$ cat config.mk
export PLATFORM = sky130hd
export DESIGN_NAME = txn_nest_abort_ctl
export DESIGN_NICKNAME = d
export VERILOG_FILES = /design/src/txn_ctl_pkg.sv /design/src/txn_nest_abort_ctl.sv
export SDC_FILE = /design/constraint.sdc
export NUM_CORES = 1
export LEC_CHECK = 0
export BUFFER_PORTS_ARGS = -buffer_cell sky130_fd_sc_hd__buf_2
export CAP_MARGIN = 20
export CORE_MARGIN = 3
export CORE_UTILIZATION = 30
export DETAILED_ROUTE_END_ITERATION = 12
export SKIP_CTS_REPAIR_TIMING = 1
export SLEW_MARGIN = 10
export SYNTH_ARGS = -nofsm -noshare
export SYNTH_HDL_FRONTEND = slang
export SYNTH_SLANG_ARGS = --single-unit
$ cat constraint.sdc
create_clock -name clk_in -period 2.4 [get_ports clk_in]
set_clock_uncertainty 0.2 [all_clocks]
set_input_delay 0.24 -clock clk_in [delete_from_list [all_inputs] [get_ports clk_in]]
set_output_delay 0.24 -clock clk_in [all_outputs]
set_load 0.01 [all_outputs]
$ cat src/txn_ctl_pkg.sv
// constants, register map and carrier types for the transaction nest and abort control
// assumes one core clock; all inputs come from core logic on that clock
package txn_ctl_pkg;
  localparam int unsigned ADDR_W = 8;
  localparam int unsigned DATA_W = 32;
  localparam int unsigned DEPTH_W = 4;
  // maximum explicit nesting depth; value is implementation defined
  localparam logic [DEPTH_W-1:0] MAX_EXPLICIT_NEST_DEPTH = 4'h7;
  localparam logic [DEPTH_W-1:0] DEPTH_ZERO = 4'h0;
  localparam logic [DEPTH_W-1:0] DEPTH_ONE = 4'h1;
  // register byte offsets
  localparam logic [ADDR_W-1:0] STATUS_OFF = 8'h00;
  localparam logic [ADDR_W-1:0] DBG_CTRL_OFF = 8'h04;
  localparam logic [ADDR_W-1:0] DBG_MODEL_OFF = 8'h08;
  localparam logic [ADDR_W-1:0] DBG_STAT_OFF = 8'h0c;
  localparam logic [ADDR_W-1:0] CTRL_OFF = 8'h10;
  localparam logic [ADDR_W-1:0] STATE_OFF = 8'h14;
  // abort status word layout
  localparam int unsigned ST_EXPLICIT_BIT = 0;
  localparam int unsigned ST_RETRY_BIT = 1;
  localparam int unsigned ST_CONFLICT_BIT = 2;
  localparam int unsigned ST_OVERFLOW_BIT = 3;
  localparam int unsigned ST_DEBUG_BIT = 4;
  localparam int unsigned ST_NESTED_BIT = 5;
  localparam int unsigned ST_ARG_LSB = 24;
  localparam int unsigned ST_ARG_MSB = 31;
  // debug enables and debug status flag
  localparam int unsigned DBG_CTRL_EN_BIT = 11;
  localparam int unsigned DBG_MODEL_EN_BIT = 15;
  localparam int unsigned DBG_STAT_TXN_BIT = 16;
  // control register bits
  localparam int unsigned CTRL_IMPL_ABORT_BIT = 0;
  localparam int unsigned CTRL_VEC_MIX_BIT = 1;
  localparam int unsigned CTRL_ELIDE_ABORT_BIT = 2;
  // state register bits
  localparam int unsigned STATE_TXN_BIT = 0;
  localparam int unsigned STATE_DIR_BIT = 1;
  // reset values
  localparam logic [DATA_W-1:0] STATUS_RST = 32'h0000_0000;
  localparam logic [DATA_W-1:0] DBG_CTRL_RST = 32'h0000_0000;
  localparam logic [DATA_W-1:0] DBG_MODEL_RST = 32'h0000_0000;
  localparam logic [DATA_W-1:0] DBG_STAT_RST = 32'h0001_0000;
  localparam logic [2:0] CTRL_RST = 3'h0;
  localparam logic [DATA_W-1:0] WORD_ZERO = 32'h0000_0000;

  typedef enum logic [3:0] {
    OP_OTHER = 4'h0,
    OP_BEGIN = 4'h1,
    OP_END = 4'h2,
    OP_ABORT = 4'h3,
    OP_IDENTIFY = 4'h4,
    OP_PAUSE = 4'h5,
    OP_SET_DIR = 4'h6,
    OP_CLR_DIR = 4'h7,
    OP_SAFE = 4'h8,
    OP_VEC_MIX = 4'h9,
    OP_IMPL_DEP = 4'ha,
    OP_ELISION_HINT = 4'hb
  } op_type;

  typedef enum logic {
    ST_IDLE = 1'b0,
    ST_TXN = 1'b1
  } txn_state_type;

  typedef struct packed {
    logic valid;
    op_type op;
    logic [7:0] imm;
    logic [DATA_W-1:0] pc;
    logic [DATA_W-1:0] fallback;
  } instr_type;

  typedef struct packed {
    logic conflict;
    logic overflow;
    logic debug_exc;
    logic breakpoint;
    logic elided_region;
  } event_type;
endpackage : txn_ctl_pkg

$ cat src/txn_nest_abort_ctl.sv
// transaction nesting, commit/abort decision, abort status word and debug intercept
// assumes the core presents one retiring instruction and its event flags per cycle
// Function
// - hidden nesting counter: begin adds one, end subtracts one
// - commit only when the counter returns to zero; inner ends commit nothing
// - abort when a begin would push nesting past the maximum depth
// - hints inside a transaction are ignored; explicit ops in elided regions abort elision
// - status bit 0 set only for an explicit abort instruction
// - status bit 1 means retry may succeed; forced low when bit 0 set
// - status bit 2 set on a conflict from another logical processor
// - status bit 3 set on transactional buffer overflow
// - status bit 4 set when a debug breakpoint caused the abort
// - status bit 5 set when the abort happened at a nested level
// - bits 31:24 carry the abort argument only with bit 0; others reserved zero
// - status holds causes only and may be all zero
// - commit makes all transactional memory operations atomic with locked ordering
// - begin does not fence; abort discards every transactional memory update
// - default debug abort goes to fallback with state restored and bit 4 set
// - with both debug enables set, roll back before begin and raise debug exception
// - in that mode clear debug status bit 16
// - direction instructions abort only when they change the flag
// - abort, identify and spin-pause instructions always abort
// - fences, timestamp reads and register ops do not abort; vector mixing may
// - implementation-dependent classes may abort; software must not rely on it
// - abort restores state from the outermost begin and resumes at fallback
// - the 8-bit abort argument is loaded into the status register
//
// Our own choices: strobed register access and the register offsets.
`timescale 1ns/1ps
module txn_nest_abort_ctl
  import txn_ctl_pkg::*;
(
  input wire logic clk_in,
  input wire logic rstn_in,
  input wire instr_type instr_in,
  input wire event_type events_in,
  input wire logic [ADDR_W-1:0] addr_in,
  input wire logic [DATA_W-1:0] wdata_in,
  input wire logic wr_in,
  input wire logic rd_in,
  output logic [DATA_W-1:0] rdata_out,
  output logic commit_out,
  output logic abort_out,
  output logic elide_abort_out,
  output logic redirect_valid_out,
  output logic [DATA_W-1:0] redirect_addr_out,
  output logic debug_exc_out,
  output logic in_txn_out,
  output logic direction_flag_out
);

  function automatic logic reg_hit(input logic strobe, input logic [ADDR_W-1:0] a,
                                   input logic [ADDR_W-1:0] off);
    reg_hit = strobe && (a == off);
  endfunction : reg_hit

  function automatic logic explicit_op(input op_type op);
    explicit_op = (op == OP_BEGIN) || (op == OP_END) || (op == OP_ABORT);
  endfunction : explicit_op

  txn_state_type state_r;
  logic [DEPTH_W-1:0] depth_r;
  logic [DATA_W-1:0] status_r;
  logic [DATA_W-1:0] saved_status_r;
  logic saved_dir_r;
  logic [DATA_W-1:0] fallback_r;
  logic [DATA_W-1:0] begin_pc_r;
  logic dir_r;
  logic [DATA_W-1:0] dbg_ctrl_r;
  logic [DATA_W-1:0] dbg_model_r;
  logic [DATA_W-1:0] dbg_stat_r;
  logic [2:0] ctrl_r;

  logic in_txn;
  logic elide_abort;
  logic exec;
  logic do_begin;
  logic do_end;
  logic do_set_dir;
  logic do_clr_dir;
  logic hit_explicit;
  logic hit_retry;
  logic hit_debug;
  logic hit_misc;
  logic hit_conflict;
  logic hit_overflow;
  logic close_now;
  logic abort_now;
  logic commit_now;
  logic intercept;
  logic [DATA_W-1:0] abort_word;
  logic [DATA_W-1:0] read_word;

  // qualifiers of the retiring instruction
  always_comb begin
    in_txn = (state_r == ST_TXN);
    elide_abort = 1'b0;
    // explicit ops met inside an elided region drop the elision instead of running
    if (instr_in.valid && events_in.elided_region && ctrl_r[CTRL_ELIDE_ABORT_BIT]) begin
      elide_abort = explicit_op(instr_in.op);
    end
    exec = instr_in.valid && !elide_abort;
    do_begin = exec && (instr_in.op == OP_BEGIN);
    do_end = exec && in_txn && (instr_in.op == OP_END);
    do_set_dir = exec && (instr_in.op == OP_SET_DIR);
    do_clr_dir = exec && (instr_in.op == OP_CLR_DIR);
  end

  // causes carried by the instruction; they only count inside a transaction
  always_comb begin
    hit_explicit = 1'b0;
    hit_misc = 1'b0;
    if (exec && in_txn) begin
      case (instr_in.op)
        OP_BEGIN: hit_misc = (depth_r == MAX_EXPLICIT_NEST_DEPTH);
        OP_ABORT: hit_explicit = 1'b1;
        OP_IDENTIFY: hit_misc = 1'b1;
        OP_PAUSE: hit_misc = 1'b1;
        OP_SET_DIR: hit_misc = !dir_r;
        OP_CLR_DIR: hit_misc = dir_r;
        OP_VEC_MIX: hit_misc = ctrl_r[CTRL_VEC_MIX_BIT];
        OP_IMPL_DEP: hit_misc = ctrl_r[CTRL_IMPL_ABORT_BIT];
        default: hit_misc = 1'b0; // hints, fences and plain ops pass
      endcase
    end
  end

  // causes raised by the core, the abort decision and the debug intercept
  always_comb begin
    hit_conflict = in_txn && events_in.conflict;
    hit_overflow = in_txn && events_in.overflow;
    // a conflict is transient, so a retry may well succeed
    hit_retry = hit_conflict;
    hit_debug = in_txn && (events_in.debug_exc || events_in.breakpoint);
    abort_now = hit_explicit || hit_misc || hit_debug || hit_conflict || hit_overflow;
    commit_now = do_end && !abort_now && (depth_r == DEPTH_ONE);
    close_now = abort_now || commit_now;
    // both enables must be set; either alone keeps the default fallback path
    intercept = hit_debug && dbg_ctrl_r[DBG_CTRL_EN_BIT] &&
                dbg_model_r[DBG_MODEL_EN_BIT];
  end

  // abort status word; reserved bits stay zero
  always_comb begin
    abort_word = WORD_ZERO;
    abort_word[ST_EXPLICIT_BIT] = hit_explicit;
    abort_word[ST_RETRY_BIT] = hit_retry && !hit_explicit;
    // several causes in one cycle set several bits
    abort_word[ST_CONFLICT_BIT] = hit_conflict;
    abort_word[ST_OVERFLOW_BIT] = hit_overflow;
    abort_word[ST_DEBUG_BIT] = hit_debug;
    abort_word[ST_NESTED_BIT] = (depth_r > DEPTH_ONE);
    if (hit_explicit) begin
      abort_word[ST_ARG_MSB:ST_ARG_LSB] = instr_in.imm;
    end
  end

  // open or closed state; the counter itself is never readable
  always_ff @(posedge clk_in or negedge rstn_in) begin
    if (!rstn_in) begin
      state_r <= ST_IDLE;
    end else if (close_now) begin
      state_r <= ST_IDLE;
    end else if (do_begin) begin
      state_r <= ST_TXN;
    end
  end

  // hidden nesting depth; a stray end outside a transaction leaves it at zero
  always_ff @(posedge clk_in or negedge rstn_in) begin
    if (!rstn_in) begin
      depth_r <= DEPTH_ZERO;
    end else if (close_now) begin
      depth_r <= DEPTH_ZERO;
    end else if (do_begin) begin
      depth_r <= depth_r + DEPTH_ONE;
    end else if (do_end) begin
      depth_r <= depth_r - DEPTH_ONE;
    end
  end

  // registered copy of the open state for the core
  always_ff @(posedge clk_in or negedge rstn_in) begin
    if (!rstn_in) begin
      in_txn_out <= 1'b0;
    end else if (close_now) begin
      in_txn_out <= 1'b0;
    end else if (do_begin) begin
      in_txn_out <= 1'b1;
    end
  end

  // snapshot at the outermost begin for the intercept rollback
  always_ff @(posedge clk_in or negedge rstn_in) begin
    if (!rstn_in) begin
      saved_status_r <= STATUS_RST;
      begin_pc_r <= WORD_ZERO;
    end else if (do_begin && !in_txn) begin
      saved_status_r <= status_r;
      begin_pc_r <= instr_in.pc;
    end
  end

  // snapshot at the outermost begin for the default abort path
  always_ff @(posedge clk_in or negedge rstn_in) begin
    if (!rstn_in) begin
      saved_dir_r <= 1'b0;
      fallback_r <= WORD_ZERO;
    end else if (do_begin && !in_txn) begin
      saved_dir_r <= dir_r;
      fallback_r <= instr_in.fallback;
    end
  end

  // direction flag is architectural and rolls back with the transaction
  always_ff @(posedge clk_in or negedge rstn_in) begin
    if (!rstn_in) begin
      dir_r <= 1'b0;
    end else if (abort_now) begin
      dir_r <= saved_dir_r;
    end else if (do_set_dir) begin
      dir_r <= 1'b1;
    end else if (do_clr_dir) begin
      dir_r <= 1'b0;
    end
  end

  // status register: an abort in the same cycle beats a software write
  // software may preload it; the intercept path puts that value back
  always_ff @(posedge clk_in or negedge rstn_in) begin
    if (!rstn_in) begin
      status_r <= STATUS_RST;
    end else if (abort_now) begin
      status_r <= intercept ? saved_status_r : abort_word;
    end else if (reg_hit(wr_in, addr_in, STATUS_OFF)) begin
      status_r <= wdata_in;
    end
  end

  // debug control enable word
  always_ff @(posedge clk_in or negedge rstn_in) begin
    if (!rstn_in) begin
      dbg_ctrl_r <= DBG_CTRL_RST;
    end else if (reg_hit(wr_in, addr_in, DBG_CTRL_OFF)) begin
      dbg_ctrl_r <= wdata_in;
    end
  end

  // debug control model enable word
  always_ff @(posedge clk_in or negedge rstn_in) begin
    if (!rstn_in) begin
      dbg_model_r <= DBG_MODEL_RST;
    end else if (reg_hit(wr_in, addr_in, DBG_MODEL_OFF)) begin
      dbg_model_r <= wdata_in;
    end
  end

  // software control bits; only the low field is stored, the rest reads zero
  always_ff @(posedge clk_in or negedge rstn_in) begin
    if (!rstn_in) begin
      ctrl_r <= CTRL_RST;
    end else if (reg_hit(wr_in, addr_in, CTRL_OFF)) begin
      ctrl_r <= wdata_in[CTRL_ELIDE_ABORT_BIT:CTRL_IMPL_ABORT_BIT];
    end
  end

  // debug status: the hardware clear wins over a same-cycle software write
  always_ff @(posedge clk_in or negedge rstn_in) begin
    if (!rstn_in) begin
      dbg_stat_r <= DBG_STAT_RST;
    end else begin
      if (reg_hit(wr_in, addr_in, DBG_STAT_OFF)) begin
        dbg_stat_r <= wdata_in;
      end
      if (abort_now && intercept) begin
        dbg_stat_r[DBG_STAT_TXN_BIT] <= 1'b0;
      end
    end
  end

  // commit publishes the write set at once with locked ordering
  always_ff @(posedge clk_in or negedge rstn_in) begin
    if (!rstn_in) begin
      commit_out <= 1'b0;
    end else begin
      commit_out <= commit_now;
    end
  end

  // abort tells the memory side to drop the write set
  always_ff @(posedge clk_in or negedge rstn_in) begin
    if (!rstn_in) begin
      abort_out <= 1'b0;
    end else begin
      abort_out <= abort_now;
    end
  end

  // elision dropped, so the core re-runs the region without it
  always_ff @(posedge clk_in or negedge rstn_in) begin
    if (!rstn_in) begin
      elide_abort_out <= 1'b0;
    end else begin
      elide_abort_out <= elide_abort;
    end
  end

  // fetch redirect pulse rides with the abort pulse
  always_ff @(posedge clk_in or negedge rstn_in) begin
    if (!rstn_in) begin
      redirect_valid_out <= 1'b0;
    end else begin
      redirect_valid_out <= abort_now;
    end
  end

  // redirect target holds until the next abort
  always_ff @(posedge clk_in or negedge rstn_in) begin
    if (!rstn_in) begin
      redirect_addr_out <= WORD_ZERO;
    end else if (abort_now) begin
      redirect_addr_out <= intercept ? begin_pc_r : fallback_r;
    end
  end

  // debug exception only in the intercept mode
  always_ff @(posedge clk_in or negedge rstn_in) begin
    if (!rstn_in) begin
      debug_exc_out <= 1'b0;
    end else begin
      debug_exc_out <= abort_now && intercept;
    end
  end

  // read mux; unmapped offsets read zero and the depth has no offset at all
  always_comb begin
    read_word = WORD_ZERO;
    case (addr_in)
      STATUS_OFF: read_word = status_r;
      DBG_CTRL_OFF: read_word = dbg_ctrl_r;
      DBG_MODEL_OFF: read_word = dbg_model_r;
      DBG_STAT_OFF: read_word = dbg_stat_r;
      CTRL_OFF: read_word[CTRL_ELIDE_ABORT_BIT:CTRL_IMPL_ABORT_BIT] = ctrl_r;
      STATE_OFF: begin
        read_word[STATE_TXN_BIT] = in_txn;
        read_word[STATE_DIR_BIT] = dir_r;
      end
      default: read_word = WORD_ZERO;
    endcase
  end

  // read data valid only the cycle after the strobe, zero otherwise
  // the master never waits: every read answers on the next edge
  always_ff @(posedge clk_in or negedge rstn_in) begin
    if (!rstn_in) begin
      rdata_out <= WORD_ZERO;
    end else begin
      rdata_out <= rd_in ? read_word : WORD_ZERO;
    end
  end

  // pin copy of the direction flag, kept apart so the output comes from a flop
  always_ff @(posedge clk_in or negedge rstn_in) begin
    if (!rstn_in) begin
      direction_flag_out <= 1'b0;
    end else if (abort_now) begin
      direction_flag_out <= saved_dir_r;
    end else if (do_set_dir) begin
      direction_flag_out <= 1'b1;
    end else if (do_clr_dir) begin
      direction_flag_out <= 1'b0;
    end
  end

endmodule : txn_nest_abort_ctl

Word level (Yosys, flattened, before mapping)
Index checks and enable logic that the tools add are counted.
W data, S select, Z words.

word-level totals
  register bits after elaboration = 302
  input port bits = 126

cells by class
  add/sub/neg operators = 2
  $lt $le $gt $ge = 1
  equality and inequality tests = 16
  mux-type cells = 24
  reductions and logical operators = 43

operators by type and width
  kind                   count
  $mux W32               5
  $pmux W29 S4           1
  $logic_and A1 B1 Y1    23
  $eq A4 B3 Y1 const B   5
  $mux W17               1
  $eq A8 B4 Y1 const B   2
  $eq A8 B5 Y1 const B   2
  $mux W4                3
  $pmux W2 S6            1
  $mux W1                10
  $eq A4 B1 Y1 const B   2
  $eq A4 B2 Y1 const B   2
  $eq A4 B4 Y1 const B   2
  $eq A8 B3 Y1 const B   1
  $logic_not A8 Y1       1
  $logic_or A1 B1 Y1     8
  $mux W8                1
  $pmux W1 S6            1
  $reduce_bool A2 Y1     3
  $reduce_bool A3 Y1     2
  $logic_not A1 Y1       5
  $pmux W1 S5            1
  $add A4 B1 Y4 const B  1
  $gt A4 B1 Y1 const B   1
  2 further kinds        2

Logic depth before layout (Yosys ltp)
  word-level depth = 17
  gate-level depth with buffers = 8
  gate-level depth less buffers = 7

Worst setup path before layout
OpenSTA, ideal clock, no wires.

  path type = register to register
  from = register depth_r[0]
  to = register redirect_addr_out[0]
  library setup time = 0.125 ns
  data arrival time = 2.084 ns
  required time = 2.075 ns
  path slack = -0.009 ns
  cell stages (with the launch flop) = 9
  path buffers = 2
  clock period less this slack = 2.409 ns
  cells stage by stage = dfrtp_1 > ha_1 > and4b_1 > o21ai_0 > a21oi_2 > or3_1 > buf_6 > buf_6 > mux2_4

on the way
  word-level cells in the longest chain between the ends = 7

ends and longest elaborated chain
  item                              line                       text
  from (decl)                       txn_nest_abort_ctl.sv:62   logic [DEPTH_W-1:0] depth_r;
  from (signal assigned)            txn_nest_abort_ctl.sv:176  depth_r <= depth_r + DEPTH_ONE;
  from (signal assigned)            txn_nest_abort_ctl.sv:178  depth_r <= depth_r - DEPTH_ONE;
  $eq A4 B3 Y1                      txn_nest_abort_ctl.sv:115  OP_BEGIN: hit_misc = (depth_r == MAX_EXPLICIT_NEST_DEPTH);
  $pmux W1 S6                       txn_nest_abort_ctl.sv:114  case (instr_in.op)
  $mux W1                           txn_nest_abort_ctl.sv:113  if (exec && in_txn) begin
  $logic_or A1 B1 Y1 (4 in series)  txn_nest_abort_ctl.sv:135  abort_now = hit_explicit || hit_misc || hit_debug || hit_conflict || hit_overflow;
  to (signal assigned)              txn_nest_abort_ctl.sv:322  redirect_addr_out <= intercept ? begin_pc_r : fallback_r;
  to (decl)                         txn_nest_abort_ctl.sv:46   output logic [DATA_W-1:0] redirect_addr_out,

Every way passes these cells.
A chain may end at the register's enable or synchronous reset.

Worst setup path in the final report
  from = register depth_r[0]
  to = register redirect_addr_out[18]

Same word-level chain as after synthesis.

==> qor.yml <==
run_status:
  outcome: "finished, violations left"
  violations: "negative hold slack"
routing:
  drc: 0
  wl_met1_mm: 16.5
  wl_met2_mm: 17.6
  routed_wl_mm: 36.4
  highest_layer: "met4"
  drtPass1Iterations: 5
  antenna_left: 0
  num_vias: 9032
  wl_met3_mm: 1.72
  drtIter0Drc: 645
  wl_per_cell_microns: 19.4
  via_per_inst: 4.81
synthesis:
  yosys_warnings: 0
  synth_top_area_cell: "dfrtp_1"
  ys_async_sr_fraction: 1.00
  yosysUniqueCellTypes: 46
  synth_edf_count: 0
  syn_inst: 937
  synthesis.nets: 1066
  ys_seq_area_frac: 0.576
  avgSynthCellArea_sq_um: 14.0
  synth_seq_cells: 302
  synth_top_area_frac: 0.574
  synth_flop_cell: "dfrtp_1"
  synth_area_leaders: "dfrtp_1 (57%), mux2_2 (22%), mux2_4 (3.5%)"
  synth_common_cells: "dfrtp_1 (301), mux2_2 (262), nor2_1 (60), clkbuf_1 (32), nand2_1 (32)"
  synth_area_sq_um: 13100
  synth_most_common_cell: "dfrtp_1"
critical_path:
  arrival_ns: 2.51
  path_class: "register to register"
  reg2reg_slack_ns: 0.08
  crit_chain: "ha_1 > and4b_1 > o21ai_1 > a21oi_2 > or3_4 > buf_12 > mux2_4"
  worstSetupStartpoint: "depth_r[0]"
  cp_max_fo: 21
  cp_top_family: "simple AND/OR/NAND/NOR gates"
  r2r-end: "redirect_addr_out[18]"
  reg2reg_from: "depth_r[0]"
  cp_num_buf_inv: 1
  cp-start-kind: "register"
  max_stage_delay_ns: 0.46
  cp.required_ns: 2.59
  worstRegToRegCells: 7
  critPathSlowestCell: "or3_4"
  end_kind: "register"
clocking:
  cts_tree: "yes"
  cts_root_buffer: "clkbuf_16"
  htree_levels: 2
  cts_buffers: 34
  cts_sinks: 302
  clk_latency_ns: 0.51
  clkTransAtPathRegs_ns: 0.06
  ctsLongestPathBuffers: 3
placed_design:
  gp_congestion: 0.743
  pre_cts_slack_ns: 0.0457
  hpwl_mm: 24.1
  dp.cells: 1710
  numPortBuffers: 196
timing:
  slew_violations: 0
  fin_tns_setup_ns: 0
  fin_crit_ns: 2.32
  worst_slew_margin_rel: 0.651
  fmax_ghz: 0.431
  holdWs_ns: -0.0183
  tightest_slew_ns: 0.523
  rsz0062_at_grt: "false"
  layout_setup_ws_ns: 0.0780
  finalSetupViolations: 0
  min_period_over_period: 0.968
  finalHoldViolations: 1
floorplanning:
  fp.dieH_microns: 215
  dieArea_sq_um: 46300
  io_pins: 197
  start_util: 0.304
  core-area_sq_um: 43200
  die_w_microns: 215
  rows: 76
global_route:
  grt_pass1_vias: 9088
  grt_max_degree: 61
  grtUsageTotal: 0.153
  globalRouteOverflowTotal: 0
  antenna_found_initial: 2
  grt_pass1_wl_mm: 55.5
final_layout:
  area_growth_pct: 33.1
  drive_above_1_share: 0.475
  multi_input_area_sq_um: 5290
  fin_cells: 1879
  seq_area_sq_um: 7560
  fillers: 4044
  fin_nets: 1398
power:
  leakage_nw: 8.26
  power.density_nw_per_um2: 911
  irDropWorstVdd_v: 0.000399
worst_hold_path:
  hold_end: "status_r[4]"
  holdCritPathClass: "input pin to register"
  min_from: "events_in[2]"
  hold_depth: 3
flow_run:
  max_cap_violations: 0
## per-stage QoR
stage / hold slack [ns] / util / power, mW / cell area, sq um
floorplan: -0.256 / - / 9.37 / 13100
global placement: 0.0269 / 0.353 / 10.5 / 15200
detailed placement: 0.0293 / 0.353 / 10.7 / 15200
CTS: -0.529 / 0.379 / 16.0 / 16400
global route: 0.0120 / 0.405 / 16.7 / 17500
finish: -0.0183 / 0.405 / 15.9 / 17500
## per-layer routing
layer	global-route usage	up-vias
met1	0.209	4634
li1	-	4131
met5	0	-
met3	0.0277	45
met4	0.0412	0
met2	0.250	222
## cell usage in the layout (no fill, tap or decap), types with 3 or more instances in the layout
| master | instances |
|---|---|
| a21oi_1 | 7 |
| a222oi_1 | 29 |
| a22oi_1 | 13 |
| and2_1 | 3 |
| buf_12 | 19 |
| buf_2 | 195 |
| buf_4 | 36 |
| clkbuf_1 | 4 |
| clkbuf_16 | 37 |
| clkbuf_8 | 8 |
| clkinv_2 | 8 |
| dfrtp_1 | 301 |
| dlygate4sd3_1 | 108 |
| ha_1 | 3 |
| inv_1 | 3 |
| mux2_2 | 262 |
| mux2_4 | 31 |
| mux2i_1 | 19 |
| nand2_1 | 31 |
| nand3_1 | 4 |
| nand3b_1 | 4 |
| nand4_1 | 3 |
| nor2_1 | 58 |
| nor3_1 | 6 |
| nor3b_1 | 3 |
| o21ai_0 | 15 |
| o221ai_1 | 3 |
| o31a_1 | 18 |
| o41ai_1 | 18 |
| xnor2_1 | 3 |
## worst reg2reg max path, cell delays in order, from the launching register on
cell and delay, ns:
dfrtp_1 0.38, ha_1 0.22, and4b_1 0.20, o21ai_1 0.14, a21oi_2 0.08, or3_4 0.46
buf_12 0.20, mux2_4 0.33
## registers in the layout, indices dropped and copies added (netlist names)
register	count
ctrl_r	3
elide_abort_out	1
rdata_out	32
status_r	32
dbg_model_r	32
begin_pc_r	32
redirect_valid_out	1
depth_r	4
in_txn_out	1
commit_out	1
debug_exc_out	1
fallback_r	32
saved_dir_r	1
saved_status_r	32
dbg_ctrl_r	32
redirect_addr_out	32
direction_flag_out	1
dbg_stat_r	32
## how the worst max path moves through the flow
stage                                       end  slack (ns)  depth (start not counted)
after global routing      redirect_addr_out[14]       0.006                          7
after CTS                            depth_r[3]        0.05                          8
after detailed placement             depth_r[3]        0.05                          8
after global placement     redirect_addr_out[3]        0.06                          7
final                     redirect_addr_out[18]        0.08                          7
after floorplan            redirect_addr_out[0]        0.05                          8
## power breakdown
group	switching, mW	internal (mW)
registers	0.700	6.29
clock network	2.05	3.14
logic	1.54	2.21
total	4.29	11.6
## cells by family (layout without fill, tap and decap cells)
kind of cell | count (synthesis) | in the layout | share of synthesized area
buffers and inverters | 68 | 423 | 0.0245
flip-flops | 302 | 302 | 0.576
AND/OR/NAND/NOR | 135 | 135 | 0.0480
adder cells (fa/ha/maj) | 3 | 3 | 0.00286
XOR/XNOR | 3 | 3 | 0.00200
multiplexers | 312 | 312 | 0.275
other | 0 | 2 | 0
AO/OA/AOI/OAI | 114 | 114 | 0.0722
## area by class of cell
cell class / instances / share of cell area
clock inverters: 10 / 0.00444
diodes: 2 / 0.000286
clock buffers: 49 / 0.0602
inverters: 3 / 0.000645
well taps: 585 / 0.0419
repair buffers: 361 / 0.157
multi-input cells: 567 / 0.303
flip-flops and latches: 302 / 0.433
No activity file was read; power rests on OpenSTA's default activity.
